===== src/include/sscc_regs.svh =====
// constants for the simultaneous sample conversion control block
// assumes a 100 MHz system clock; included by bare name
`ifndef SSCC_REGS_SVH
`define SSCC_REGS_SVH

`define SSCC_CLK_MHZ        100
`define SSCC_NCHAN          8
`define SSCC_CONV_US        4
`define SSCC_CONV_CYC       (`SSCC_CONV_US * `SSCC_CLK_MHZ)
`define SSCC_SLOT_CYC       (`SSCC_CONV_CYC / `SSCC_NCHAN)
`define SSCC_STANDBY_CONTROL_WAKE_US   100
`define SSCC_STANDBY_CONTROL_WAKE_CYC  (`SSCC_STANDBY_CONTROL_WAKE_US * `SSCC_CLK_MHZ)
`define SSCC_SHDN_WAKE_US   13000
`define SSCC_SHDN_WAKE_CYC  (`SSCC_SHDN_WAKE_US * `SSCC_CLK_MHZ)

`define SSCC_OFS_STATUS     8'h00
`define SSCC_OFS_MASK       8'h04
`define SSCC_OFS_STATE      8'h08
`define SSCC_OFS_RESULT     8'h0c

`define SSCC_EVT_DONE       0
`define SSCC_EVT_IGNORED    1
`define SSCC_EVT_WAKE       2
`define SSCC_EVT_W          3
`define SSCC_MASK_RESET     3'h0

`endif


===== src/include/sscc_pkg.sv =====
// types of the simultaneous sample conversion control block
// assumes sscc_regs.svh is available for constants
package sscc_pkg;

    typedef enum logic [2:0] {
        SSCC_PWR_RUN  = 3'b000,
        SSCC_PWR_STANDBY_CONTROL = 3'b001,
        SSCC_PWR_SHDN = 3'b010,
        SSCC_PWR_WAKE = 3'b011,
        SSCC_PWR_WRST = 3'b100
    } sscc_pwr_t;

    typedef enum logic [1:0] {
        SSCC_CST_IDLE  = 2'b00,
        SSCC_CST_ARMED = 2'b01,
        SSCC_CST_CONV  = 2'b10
    } sscc_cst_t;

    typedef struct packed {
        logic [7:0]  addr;
        logic [31:0] wdata;
        logic        wr;
        logic        rd;
    } sscc_bus_t;

    typedef struct packed {
        sscc_pwr_t   mode;
        logic [20:0] cnt;
        logic        fromShdn;
        logic        refOn;
        logic        coreOn;
        logic        ready;
        logic        wakeEvt;
    } sscc_pwr_state_t;

    typedef struct packed {
        sscc_cst_t   cst;
        logic        prevA;
        logic        prevB;
        logic        holdA;
        logic        holdB;
        logic        busy;
        logic [5:0]  slot;
        logic [2:0]  chan;
        logic        bank;
        logic [2:0]  rdPtr;
        logic        rangeCfg;
        logic [2:0]  status;
        logic [2:0]  mask;
        logic        irq;
        logic [31:0] rdData;
    } sscc_core_t;

endpackage : sscc_pkg


===== src/sscc_conv_ctrl.sv =====
// conversion start, sequencing, result banks and register port
// assumes pins synchronous to clk; analog core returns coreSample
// for the channel on coreChannel at the end of each slot
//
// Decided for this implementation: the placing of the registers and the address-and-strobe port.
`timescale 1ns/100ps
`default_nettype none
`include "sscc_regs.svh"

module sscc_conv_ctrl
    import sscc_pkg::*;
#(
    parameter int STANDBY_CONTROL_WAKE_CYC = `SSCC_STANDBY_CONTROL_WAKE_CYC,
    parameter int SHDN_WAKE_CYC = `SSCC_SHDN_WAKE_CYC
) (
    input  wire logic        clk,
    input  wire logic        rstn,
    input  wire sscc_bus_t   regBus,
    output logic      [31:0] rdData,
    output logic             irq,
    input  wire logic        standbyControl,
    input  wire logic        rangeSelect,
    input  wire logic        deviceReset,
    input  wire logic        sampleStartA,
    input  wire logic        sampleStartB,
    input  wire logic        oversampleOn,
    input  wire logic [15:0] coreSample,
    output logic             busy,
    output logic             holdLow,
    output logic             holdHigh,
    output logic      [2:0]  coreChannel,
    output logic             rangeApplied,
    output logic             refPowered,
    output logic             corePowered,
    output logic             deviceReady
);
    logic       rstPipe_reg;
    logic       rstnSync;
    sscc_pwr_t  pwrMode;
    logic       pwrReady;
    logic       wakeEvt;
    logic [15:0] memQ;
    logic       memWr;
    logic [3:0] memWrAddr;
    logic       riseA;
    logic       riseB;
    logic       startA;
    logic       startB;
    logic [`SSCC_EVT_W-1:0] evt;
    sscc_core_t st_reg;
    sscc_core_t st_next;

    function automatic logic [31:0] widen3(input logic [2:0] v);
        widen3 = {29'h00000000, v};
    endfunction : widen3

    always_ff @(posedge clk or negedge rstn) begin
        if (!rstn) begin
            rstPipe_reg <= 1'b0;
            rstnSync    <= 1'b0;
        end else begin
            rstPipe_reg <= 1'b1;
            rstnSync    <= rstPipe_reg;
        end
    end

    sscc_power_ctrl #(
        .STANDBY_CONTROL_WAKE_CYC (STANDBY_CONTROL_WAKE_CYC),
        .SHDN_WAKE_CYC (SHDN_WAKE_CYC)
    ) u_power (
        .clk            (clk),
        .rstn           (rstnSync),
        .standbyControl (standbyControl),
        .rangeSelect    (rangeSelect),
        .deviceReset    (deviceReset),
        .pwrMode        (pwrMode),
        .refOn          (refPowered),
        .coreOn         (corePowered),
        .ready          (pwrReady),
        .wakeEvt        (wakeEvt)
    );

    sscc_result_mem u_mem (
        .clk    (clk),
        .rstn   (rstnSync),
        .wrEn   (memWr),
        .wrAddr (memWrAddr),
        .wrData (coreSample),
        .rdAddr ({st_next.bank, st_next.rdPtr}),
        .rdData (memQ)
    );

    assign riseA = sampleStartA && !st_reg.prevA;
    assign riseB = sampleStartB && !st_reg.prevB;
    // oversampling forbids split sets, so either edge starts all channels
    assign startA = oversampleOn ? (riseA || riseB) : riseA;
    assign startB = oversampleOn ? (riseA || riseB) : riseB;

    always_comb begin
        st_next        = st_reg;
        st_next.prevA  = sampleStartA;
        st_next.prevB  = sampleStartB;
        st_next.rdData = 32'h00000000;
        memWr          = 1'b0;
        memWrAddr      = {!st_reg.bank, st_reg.chan};
        evt            = '0;
        evt[`SSCC_EVT_WAKE] = wakeEvt;
        case (st_reg.cst)
            SSCC_CST_IDLE, SSCC_CST_ARMED: begin
                if (!pwrReady) begin
                    st_next.cst   = SSCC_CST_IDLE;
                    st_next.holdA = 1'b0;
                    st_next.holdB = 1'b0;
                    evt[`SSCC_EVT_IGNORED] = riseA || riseB;
                end else begin
                    if (startA) begin
                        st_next.holdA = 1'b1;
                    end
                    if (startB) begin
                        st_next.holdB = 1'b1;
                    end
                    if (st_next.holdA && st_next.holdB) begin
                        // the later of the two edges starts conversion
                        st_next.cst  = SSCC_CST_CONV;
                        st_next.busy = 1'b1;
                        st_next.slot = 6'h00;
                        st_next.chan = 3'h0;
                    end else if (st_next.holdA || st_next.holdB) begin
                        st_next.cst = SSCC_CST_ARMED;
                    end
                end
            end
            SSCC_CST_CONV: begin
                evt[`SSCC_EVT_IGNORED] = riseA || riseB;
                if (!pwrReady) begin
                    st_next.cst   = SSCC_CST_IDLE;
                    st_next.busy  = 1'b0;
                    st_next.holdA = 1'b0;
                    st_next.holdB = 1'b0;
                end else if (st_reg.slot == 6'(`SSCC_SLOT_CYC - 1)) begin
                    memWr        = 1'b1;
                    st_next.slot = 6'h00;
                    if (st_reg.chan == 3'(`SSCC_NCHAN - 1)) begin
                        st_next.cst   = SSCC_CST_IDLE;
                        st_next.busy  = 1'b0;
                        st_next.holdA = 1'b0;
                        st_next.holdB = 1'b0;
                        // fresh bank becomes the readout bank
                        st_next.bank  = !st_reg.bank;
                        st_next.rdPtr = 3'h0;
                        evt[`SSCC_EVT_DONE] = 1'b1;
                    end else begin
                        st_next.chan = st_reg.chan + 3'h1;
                    end
                end else begin
                    st_next.slot = st_reg.slot + 6'h01;
                end
            end
            default: st_next.cst = SSCC_CST_IDLE;
        endcase

        if (deviceReset) begin
            st_next.rangeCfg = rangeSelect;
            st_next.cst      = SSCC_CST_IDLE;
            st_next.busy     = 1'b0;
            st_next.holdA    = 1'b0;
            st_next.holdB    = 1'b0;
            st_next.rdPtr    = 3'h0;
        end

        if (regBus.rd) begin
            case (regBus.addr)
                `SSCC_OFS_STATUS: st_next.rdData = widen3(st_reg.status);
                `SSCC_OFS_MASK:   st_next.rdData = widen3(st_reg.mask);
                `SSCC_OFS_STATE:  st_next.rdData = {20'h00000, st_reg.rdPtr,
                    st_reg.bank, st_reg.rangeCfg, pwrMode, pwrReady,
                    st_reg.busy, st_reg.holdB, st_reg.holdA};
                `SSCC_OFS_RESULT: begin
                    // results always come from the finished bank
                    st_next.rdData = {16'h0000, memQ};
                    if (!deviceReset && !evt[`SSCC_EVT_DONE]) begin
                        st_next.rdPtr = st_reg.rdPtr + 3'h1;
                    end
                end
                default: st_next.rdData = 32'h00000000;
            endcase
        end

        // a new event beats a simultaneous clear
        st_next.status = st_reg.status;
        if (regBus.wr && regBus.addr == `SSCC_OFS_STATUS) begin
            st_next.status = st_reg.status & ~regBus.wdata[2:0];
        end
        st_next.status = st_next.status | evt;
        if (regBus.wr && regBus.addr == `SSCC_OFS_MASK) begin
            st_next.mask = regBus.wdata[2:0];
        end
        st_next.irq = |(st_next.status & st_next.mask);
    end

    always_ff @(posedge clk or negedge rstnSync) begin
        if (!rstnSync) begin
            st_reg <= '{cst: SSCC_CST_IDLE, prevA: 1'b1, prevB: 1'b1,
                        holdA: 1'b0, holdB: 1'b0, busy: 1'b0,
                        slot: 6'h00, chan: 3'h0, bank: 1'b0,
                        rdPtr: 3'h0, rangeCfg: 1'b0, status: 3'h0,
                        mask: `SSCC_MASK_RESET, irq: 1'b0,
                        rdData: 32'h00000000};
        end else begin
            st_reg <= st_next;
        end
    end

    assign rdData       = st_reg.rdData;
    assign irq          = st_reg.irq;
    assign busy         = st_reg.busy;
    assign holdLow      = st_reg.holdA;
    assign holdHigh     = st_reg.holdB;
    assign coreChannel  = st_reg.chan;
    assign rangeApplied = st_reg.rangeCfg;
    assign deviceReady  = pwrReady;

    logic [8:0] busyLen;
    always_ff @(posedge clk or negedge rstnSync) begin
        if (!rstnSync) begin
            busyLen <= 9'h000;
        end else begin
            busyLen <= st_reg.busy ? busyLen + 9'h001 : 9'h000;
        end
    end
endmodule : sscc_conv_ctrl

`default_nettype wire


===== src/sscc_result_mem.sv =====
// two banks of eight 16-bit channel results
// assumes one writer and one reader; read data registered
`timescale 1ns/100ps
`default_nettype none

module sscc_result_mem (
    input  wire logic        clk,
    input  wire logic        rstn,
    input  wire logic        wrEn,
    input  wire logic [3:0]  wrAddr,
    input  wire logic [15:0] wrData,
    input  wire logic [3:0]  rdAddr,
    output logic      [15:0] rdData
);
    logic [15:0] words [16];

    always_ff @(posedge clk) begin
        if (wrEn) begin
            words[wrAddr] <= wrData;
        end
    end

    always_ff @(posedge clk or negedge rstn) begin
        if (!rstn) begin
            rdData <= 16'h0000;
        end else begin
            rdData <= words[rdAddr];
        end
    end
endmodule : sscc_result_mem

`default_nettype wire


===== src/sscc_power_ctrl.sv =====
// power mode sequencer: run, standby, shutdown, wake-up and reset wait
// assumes standby and range pins synchronous to clk
`timescale 1ns/100ps
`default_nettype none
`include "sscc_regs.svh"

module sscc_power_ctrl
    import sscc_pkg::*;
#(
    parameter int STANDBY_CONTROL_WAKE_CYC = `SSCC_STANDBY_CONTROL_WAKE_CYC,
    parameter int SHDN_WAKE_CYC = `SSCC_SHDN_WAKE_CYC
) (
    input  wire logic clk,
    input  wire logic rstn,
    input  wire logic standbyControl,
    input  wire logic rangeSelect,
    input  wire logic deviceReset,
    output sscc_pwr_t pwrMode,
    output logic      refOn,
    output logic      coreOn,
    output logic      ready,
    output logic      wakeEvt
);
    sscc_pwr_state_t st_reg;
    sscc_pwr_state_t st_next;

    always_comb begin
        st_next         = st_reg;
        st_next.wakeEvt = 1'b0;
        case (st_reg.mode)
            SSCC_PWR_RUN: begin
                if (!standbyControl) begin
                    st_next.mode = rangeSelect ? SSCC_PWR_STANDBY_CONTROL
                                               : SSCC_PWR_SHDN;
                end
            end
            SSCC_PWR_STANDBY_CONTROL, SSCC_PWR_SHDN: begin
                if (standbyControl) begin
                    st_next.mode     = SSCC_PWR_WAKE;
                    st_next.fromShdn = (st_reg.mode == SSCC_PWR_SHDN);
                    st_next.cnt      = (st_reg.mode == SSCC_PWR_SHDN)
                                     ? 21'(SHDN_WAKE_CYC - 1)
                                     : 21'(STANDBY_CONTROL_WAKE_CYC - 1);
                end else begin
                    st_next.mode = rangeSelect ? SSCC_PWR_STANDBY_CONTROL
                                               : SSCC_PWR_SHDN;
                end
            end
            SSCC_PWR_WAKE: begin
                if (!standbyControl) begin
                    st_next.mode = rangeSelect ? SSCC_PWR_STANDBY_CONTROL
                                               : SSCC_PWR_SHDN;
                end else if (st_reg.cnt == 21'h000000) begin
                    // after shutdown the part only runs once reset again
                    st_next.mode    = st_reg.fromShdn ? SSCC_PWR_WRST
                                                      : SSCC_PWR_RUN;
                    st_next.wakeEvt = !st_reg.fromShdn;
                end else begin
                    st_next.cnt = st_reg.cnt - 21'h000001;
                end
            end
            SSCC_PWR_WRST: begin
                if (!standbyControl) begin
                    st_next.mode = rangeSelect ? SSCC_PWR_STANDBY_CONTROL
                                               : SSCC_PWR_SHDN;
                end else if (deviceReset) begin
                    st_next.mode    = SSCC_PWR_RUN;
                    st_next.wakeEvt = 1'b1;
                end
            end
            default: st_next.mode = SSCC_PWR_RUN;
        endcase
        // standby keeps reference alive, shutdown drops everything
        st_next.refOn  = (st_next.mode != SSCC_PWR_SHDN);
        st_next.coreOn = (st_next.mode != SSCC_PWR_SHDN)
                      && (st_next.mode != SSCC_PWR_STANDBY_CONTROL);
        st_next.ready  = (st_next.mode == SSCC_PWR_RUN);
    end

    always_ff @(posedge clk or negedge rstn) begin
        if (!rstn) begin
            st_reg <= '{mode: SSCC_PWR_RUN, cnt: 21'h000000,
                        fromShdn: 1'b0, refOn: 1'b1, coreOn: 1'b1,
                        ready: 1'b1, wakeEvt: 1'b0};
        end else begin
            st_reg <= st_next;
        end
    end

    assign pwrMode = st_reg.mode;
    assign refOn   = st_reg.refOn;
    assign coreOn  = st_reg.coreOn;
    assign ready   = st_reg.ready;
    assign wakeEvt = st_reg.wakeEvt;
endmodule : sscc_power_ctrl

`default_nettype wire


===== config.mk =====
export PLATFORM = sky130hd
export DESIGN_NAME = sscc_conv_ctrl
export DESIGN_NICKNAME = d
export VERILOG_FILES = /design/src/include/sscc_pkg.sv /design/src/sscc_conv_ctrl.sv /design/src/sscc_result_mem.sv /design/src/sscc_power_ctrl.sv
export VERILOG_INCLUDE_DIRS = /design/src /design/src/include
export SDC_FILE = /design/constraint.sdc
export NUM_CORES = 1
export LEC_CHECK = 0
export BUFFER_PORTS_ARGS = -buffer_cell sky130_fd_sc_hd__buf_4
export CAP_MARGIN = 20
export CORE_ASPECT_RATIO = 0.9
export CORE_UTILIZATION = 49
export CTS_CLUSTER_DIAMETER = 30
export DETAILED_ROUTE_END_ITERATION = 6
export GPL_TIMING_DRIVEN = 0
export HOLD_SLACK_MARGIN = 0.06
export PLACE_DENSITY_LB_ADDON = 0.1
export SLEW_MARGIN = 0
export SYNTH_ARGS = -nofsm -noshare
export SYNTH_HDL_FRONTEND = slang
export SYNTH_SLANG_ARGS = --single-unit

===== constraint.sdc =====
create_clock -name clk -period 3.8 [get_ports clk]
set_clock_uncertainty 0.15 [all_clocks]
set_input_delay 0.38 -clock clk [delete_from_list [all_inputs] [get_ports clk]]
set_output_delay 0.38 -clock clk [all_outputs]
set_load 0.02 [all_outputs]

# == Word level (Yosys, flattened, before mapping) ==
# Memories as Yosys holds them, arrays and structs flattened. A register that Yosys moved wholly into a read port is not among the register bits.
# Index checks and enable logic that the tools add are counted.
# word_totals
n_memories,1
out_inout_bits,43
input_bits,66
register_bits,91
mem_bits_rw,256
elab_cells,161
# memory_table
name,depth,word_bits,read_ports,rd_clocked_by_memory_dff,write_ports,line,rtl
u_mem.words,16,16,1,1,1,sscc_result_mem.sv:15,logic [15:0] words [16];
# classes
reduce_logical,34
n_eq_ne,26
bitwise_logic,4
add_sub_neg,4
n_mux,68
# op_table
cell,count
$pmux W16 S4,1
$mux W21,3
$mux W3,17
$pmux W21 S2,1
$pmux W12 S2,1
$mux W1,22
$mux W22,1
$logic_not A21 Y1,1
$sub A21 B1 Y21 const B,1
$mux W10,2
$mux W2,9
$eq A8 B4 Y1 const B,2
$mux W16,1
$mux W13,1
$mux W4,3
$ne A2 B2 Y1 const B,6
$pmux W3 S4,1
$eq A8 B3 Y1 const B,1
$logic_not A8 Y1,1
$ne A4 B4 Y1 const B,2
$reduce_and A4 Y1,2
$logic_and A1 B1 Y1,7
$logic_not A1 Y1,7
$mux W7,1
other kinds (30),42

# == Depth between registers and ports, before layout ==
# logic_depth
depth_word,13
ltp_mapped,12
depth_no_buf,9

# == Cells and area by module ==
# From an unflattened synthesis, not the netlist that was laid out.
# hier_totals
hier_cells,853
area_unflattened_um2,14357.5
# by_module_without_submodules
module,instances,seq_area_each_um2,area_each_um2,cells_per_inst
sscc_result_mem,1,8087.8,10122.2,432
sscc_conv_ctrl,1,1153.6,2507.4,230
sscc_power_ctrl,1,729.4,1727.9,191

# == Least setup slack after synthesis ==
# OpenSTA, ideal clock, no wires.
# synth_path
path_kind,register to register
startpoint,"register st_reg, in the netlist coreChannel[0]"
endpoint,"register u_mem.rdData[10], read port of u_mem.words"
setup_ns,0.121
period_less_slack_ns,2.790
path_stages_with_launch,11
arrival_time_ns,2.519
path_slack_ns,1.010
path_buffers,2
required_time_ns,3.529
cell_sequence,dfrtp_1 -> ha_1 -> ha_1 -> inv_1 -> nor4_2 -> xor2_1 -> nand2b_1 -> clkbuf_1 -> clkbuf_1 -> o221ai_1 -> a22o_1
# synth_rtl
element,line,rtl
"start, declared",sscc_conv_ctrl.sv:50,sscc_core_t st_reg;
"start signal, assigned",sscc_conv_ctrl.sv:203,"st_reg <= '{cst: SSCC_CST_IDLE, prevA: 1'b1, prevB: 1'b1,"
"start signal, assigned",sscc_conv_ctrl.sv:210,st_reg <= st_next;
"end, declared",sscc_result_mem.sv:13,output logic [15:0] rdData

# == Final worst setup path ==
# layout_path
startpoint,input port regBus[41] in the netlist's numbering
endpoint,"register u_mem.rdData[12], read port of u_mem.words"
# layout_between
elab_chain_cells,3
# layout_lines
element,line,rtl
"start, declared",sscc_conv_ctrl.sv:18,"input wire sscc_bus_t regBus,"
$eq A8 B4 Y1,sscc_conv_ctrl.sv:172,case (regBus.addr)
$mux W3,sscc_conv_ctrl.sv:172,
$mux W3,sscc_conv_ctrl.sv:171,if (regBus.rd) begin
# No other way between the ends.
# A chain may end at the register's enable or synchronous reset.

==> impl_metrics.ini <==
[sta]
fin_crit_ps = 3590
finalHoldViolations = 0
rsz0062_at_grt = no
worst_pin_slew_ps = 975
setup_violations = 0
slew_headroom_pct = 35.0
fmax_mhz = 278
fin_crit_sh_pct = 94.6
drv_slew = 0

[logic_synthesis]
ys_async_sr_fraction_pct = 26.2
synth_edf_count = 256
ys_seq_area_share_pct = 67.5
avgSynthCellArea_sq_um = 14.1
synth.most_common_cell = edfxtp_1
synthCells = 1047
ys_types = 72
ys_ff_latch = 347
yosys-top-cells-count = edfxtp_1, dfrtp_1, mux2i_1
synth-main-ff-cell = edfxtp_1
synth_top_area_share_pct = 52.0
ys_warn_count = 0
synth.area.top_cells = edfxtp_1, dfrtp_1, mux2i_1, buf_4, o221ai_1
syn_area_sq_mm = 0.0148
yosysTopAreaCell = edfxtp_1

[floorplan]
num_io_pins = 109
die_width_microns = 185
num_rows = 59
initial_core_util_pct = 50.4
core_region_area_sq_mm = 0.0293
die-height_microns = 167
die-area_sq_mm = 0.0308

[drt]
antenna_left = 0
routedWlPerCell_microns = 21.8
drt-initial-drc-count = 839
via_count = 9688
first_pass_iters = 5
via_per_inst = 5.79
routed_wl_mm = 36.4
drc = 0

[placement]
place.gp.congestion = 0.828
io_buffers = 60
post-dp-hpwl_mm = 23.8
place_area_sq_mm = 0.0158
place_inst = 1520

[hold_path]
hold_path_class = in -> reg
holdPathEnd = holdHigh
holdPathStages = 3
holdCritStartpoint = oversampleOn

[worst_setup_path]
arrival_ps = 3920
crit_fanout = 10
r2r_end = u_mem.rdData[9]
critPathKind = in -> reg
reg2reg_from = coreChannel[0]
r2r_cells = 10
cp-end-kind = flip-flop
worstPathRequired_ps = 4120
start_kind = input pin
r2r_setup_slack_ps = 210

[flow_run]
cap_violations = 0

[cts]
cts-root-buf = clkbuf_16
insertion_delay_ps = 560
post_cts_buffers = 0
cts.sinks = 347
tritoncts = yes
htree_levels = 3
cts.clk_slew.worst_paths_ps = 50
cts_made_buffers = 68
cts_max_path_buffers = 3

[finish]
final_cell_area_sq_mm = 0.0184
n_antenna_cell = 0
final_util_pct = 62.9
drive_above_1_share_pct = 20.7
largest_reg_flops = 256
stdcell_count = 1672
areaGrowthSynthToFinish_pct = 24.8
num-nets-final = 1296

[global_route]
grt_first_pass_wirelength_mm = 56.1
grt_pass1_vias = 9347
grt-ovfl-total = 0
grt_use_total_pct = 24.6
antenna_found_initial = 1
grt_max_degree = 57

[outcome]
status = finished clean

[pwr]
max-vdd-ir-drop_mv = 0.360
power_density_mw_per_mm2 = 572
p_leak_nw = 7.53
final cells by class:
cell class	count	area [sq um]
fillers	2212	10900
flip-flops and latches	347	9970
multi-input cells	604	4250
clock buffers	82	1860
repair buffers	90	754
plain buffers	95	587
well taps	396	495
clock inverters	43	464
inverters	15	56.3
cells by family (layout without fill, tap and decap cells):
group	Yosys count	after routing	synth area share, %
flip-flops	347	347	67.5
multiplexers	80	80	5.71
XOR/XNOR	3	3	0.178
AND/OR/NAND/NOR	234	234	8.65
adder cells (fa/ha/maj)	9	9	0.762
buffers and inverters	111	325	4.29
AO/OA/AOI/OAI	261	261	12.9
other	2	17	0.0508
how the worst max path moves through the flow:
| stage | startpoint | end | cells after the start |
|---|---|---|---|
| finish | regBus[41] | u_mem.rdData[12] | 10 |
| global route | coreChannel[0] | u_mem.rdData[7] | 10 |
| CTS | coreChannel[0] | u_mem.rdData[9] | 9 |
| detailed placement | coreChannel[0] | u_mem.rdData[9] | 10 |
| global placement | rstnSync | u_mem.rdData[12] | 0 |
| floorplan | rstnSync | busy | 0 |
power by group:
group / internal (mW) / total (mW) / switching, mW / leakage [nW]
Combinational: 0.160 / 0.403 / 0.243 / 2.97
Clock: 3.98 / 5.93 / 1.96 / 1.13
Sequential: 4.14 / 4.21 / 0.0695 / 3.43
Total: 8.28 / 10.5 / 2.27 / 7.53
layer usage:
| metal | GRT usage [%] | vias to the layer above | share of wire, % |
|---|---|---|---|
| met5 | 0 | - | 0 |
| met4 | 7.76 | 0 | 2.2 |
| met3 | 5.12 | 65 | 7.5 |
| met2 | 35.4 | 369 | 44 |
| met1 | 37.2 | 4853 | 46 |
| li1 | - | 4401 | - |
layout by cell type, fill, tap and decap left out, types with 8 or more instances in the layout:
cell / instances
dlygate4sd3_1: 28
o211a_1: 16
o22ai_1: 17
conb_1: 17
clkbuf_16: 72
and2_1: 14
inv_1: 14
a211oi_1: 35
nand2_1: 71
ha_1: 9
nor2_1: 34
o21ai_1: 12
a21boi_0: 13
nor3_1: 15
and3_1: 28
dfrtp_1: 85
mux2i_1: 73
clkbuf_1: 39
buf_4: 97
o21ai_0: 41
a22o_1: 16
clkinv_1: 8
o221ai_1: 31
nand3_1: 10
or3_1: 10
buf_2: 8
clkinv_2: 10
a21oi_1: 18
a32oi_1: 15
a21o_1: 12
edfxtp_1: 256
stage by stage:
stage / worst slack (ps) / total power [mW] / hold slack [ps] / setup TNS, ps
after floorplan: 936 / 4.49 / -65.6 / 0
after global placement: -345 / 4.64 / 12.2 / -28510
after detailed placement: -63.6 / 4.65 / 14.0 / -138
after CTS: 8.43 / 10.6 / 145 / 0
after global routing: 2.15 / 10.9 / 184 / 0
final: 206 / 10.5 / 166 / 0
worst max-delay path: stages:
cell and delay (ps):
dlygate4sd3_1 540, buf_4 140, nor3b_1 610, a31oi_2 440, nor2_1 270, buf_2 370, buf_1 470, a21boi_1 150
o221ai_1 310, a22o_1 230
what timing repair did:
item                                    CTS  global route
hold buffers                             28             0
gates cloned                              0             0
resized for setup                         2            18
endpoints found under the hold margin   274             0
endpoints found under the setup margin    9            16
No activity file was read; power rests on OpenSTA's default activity.
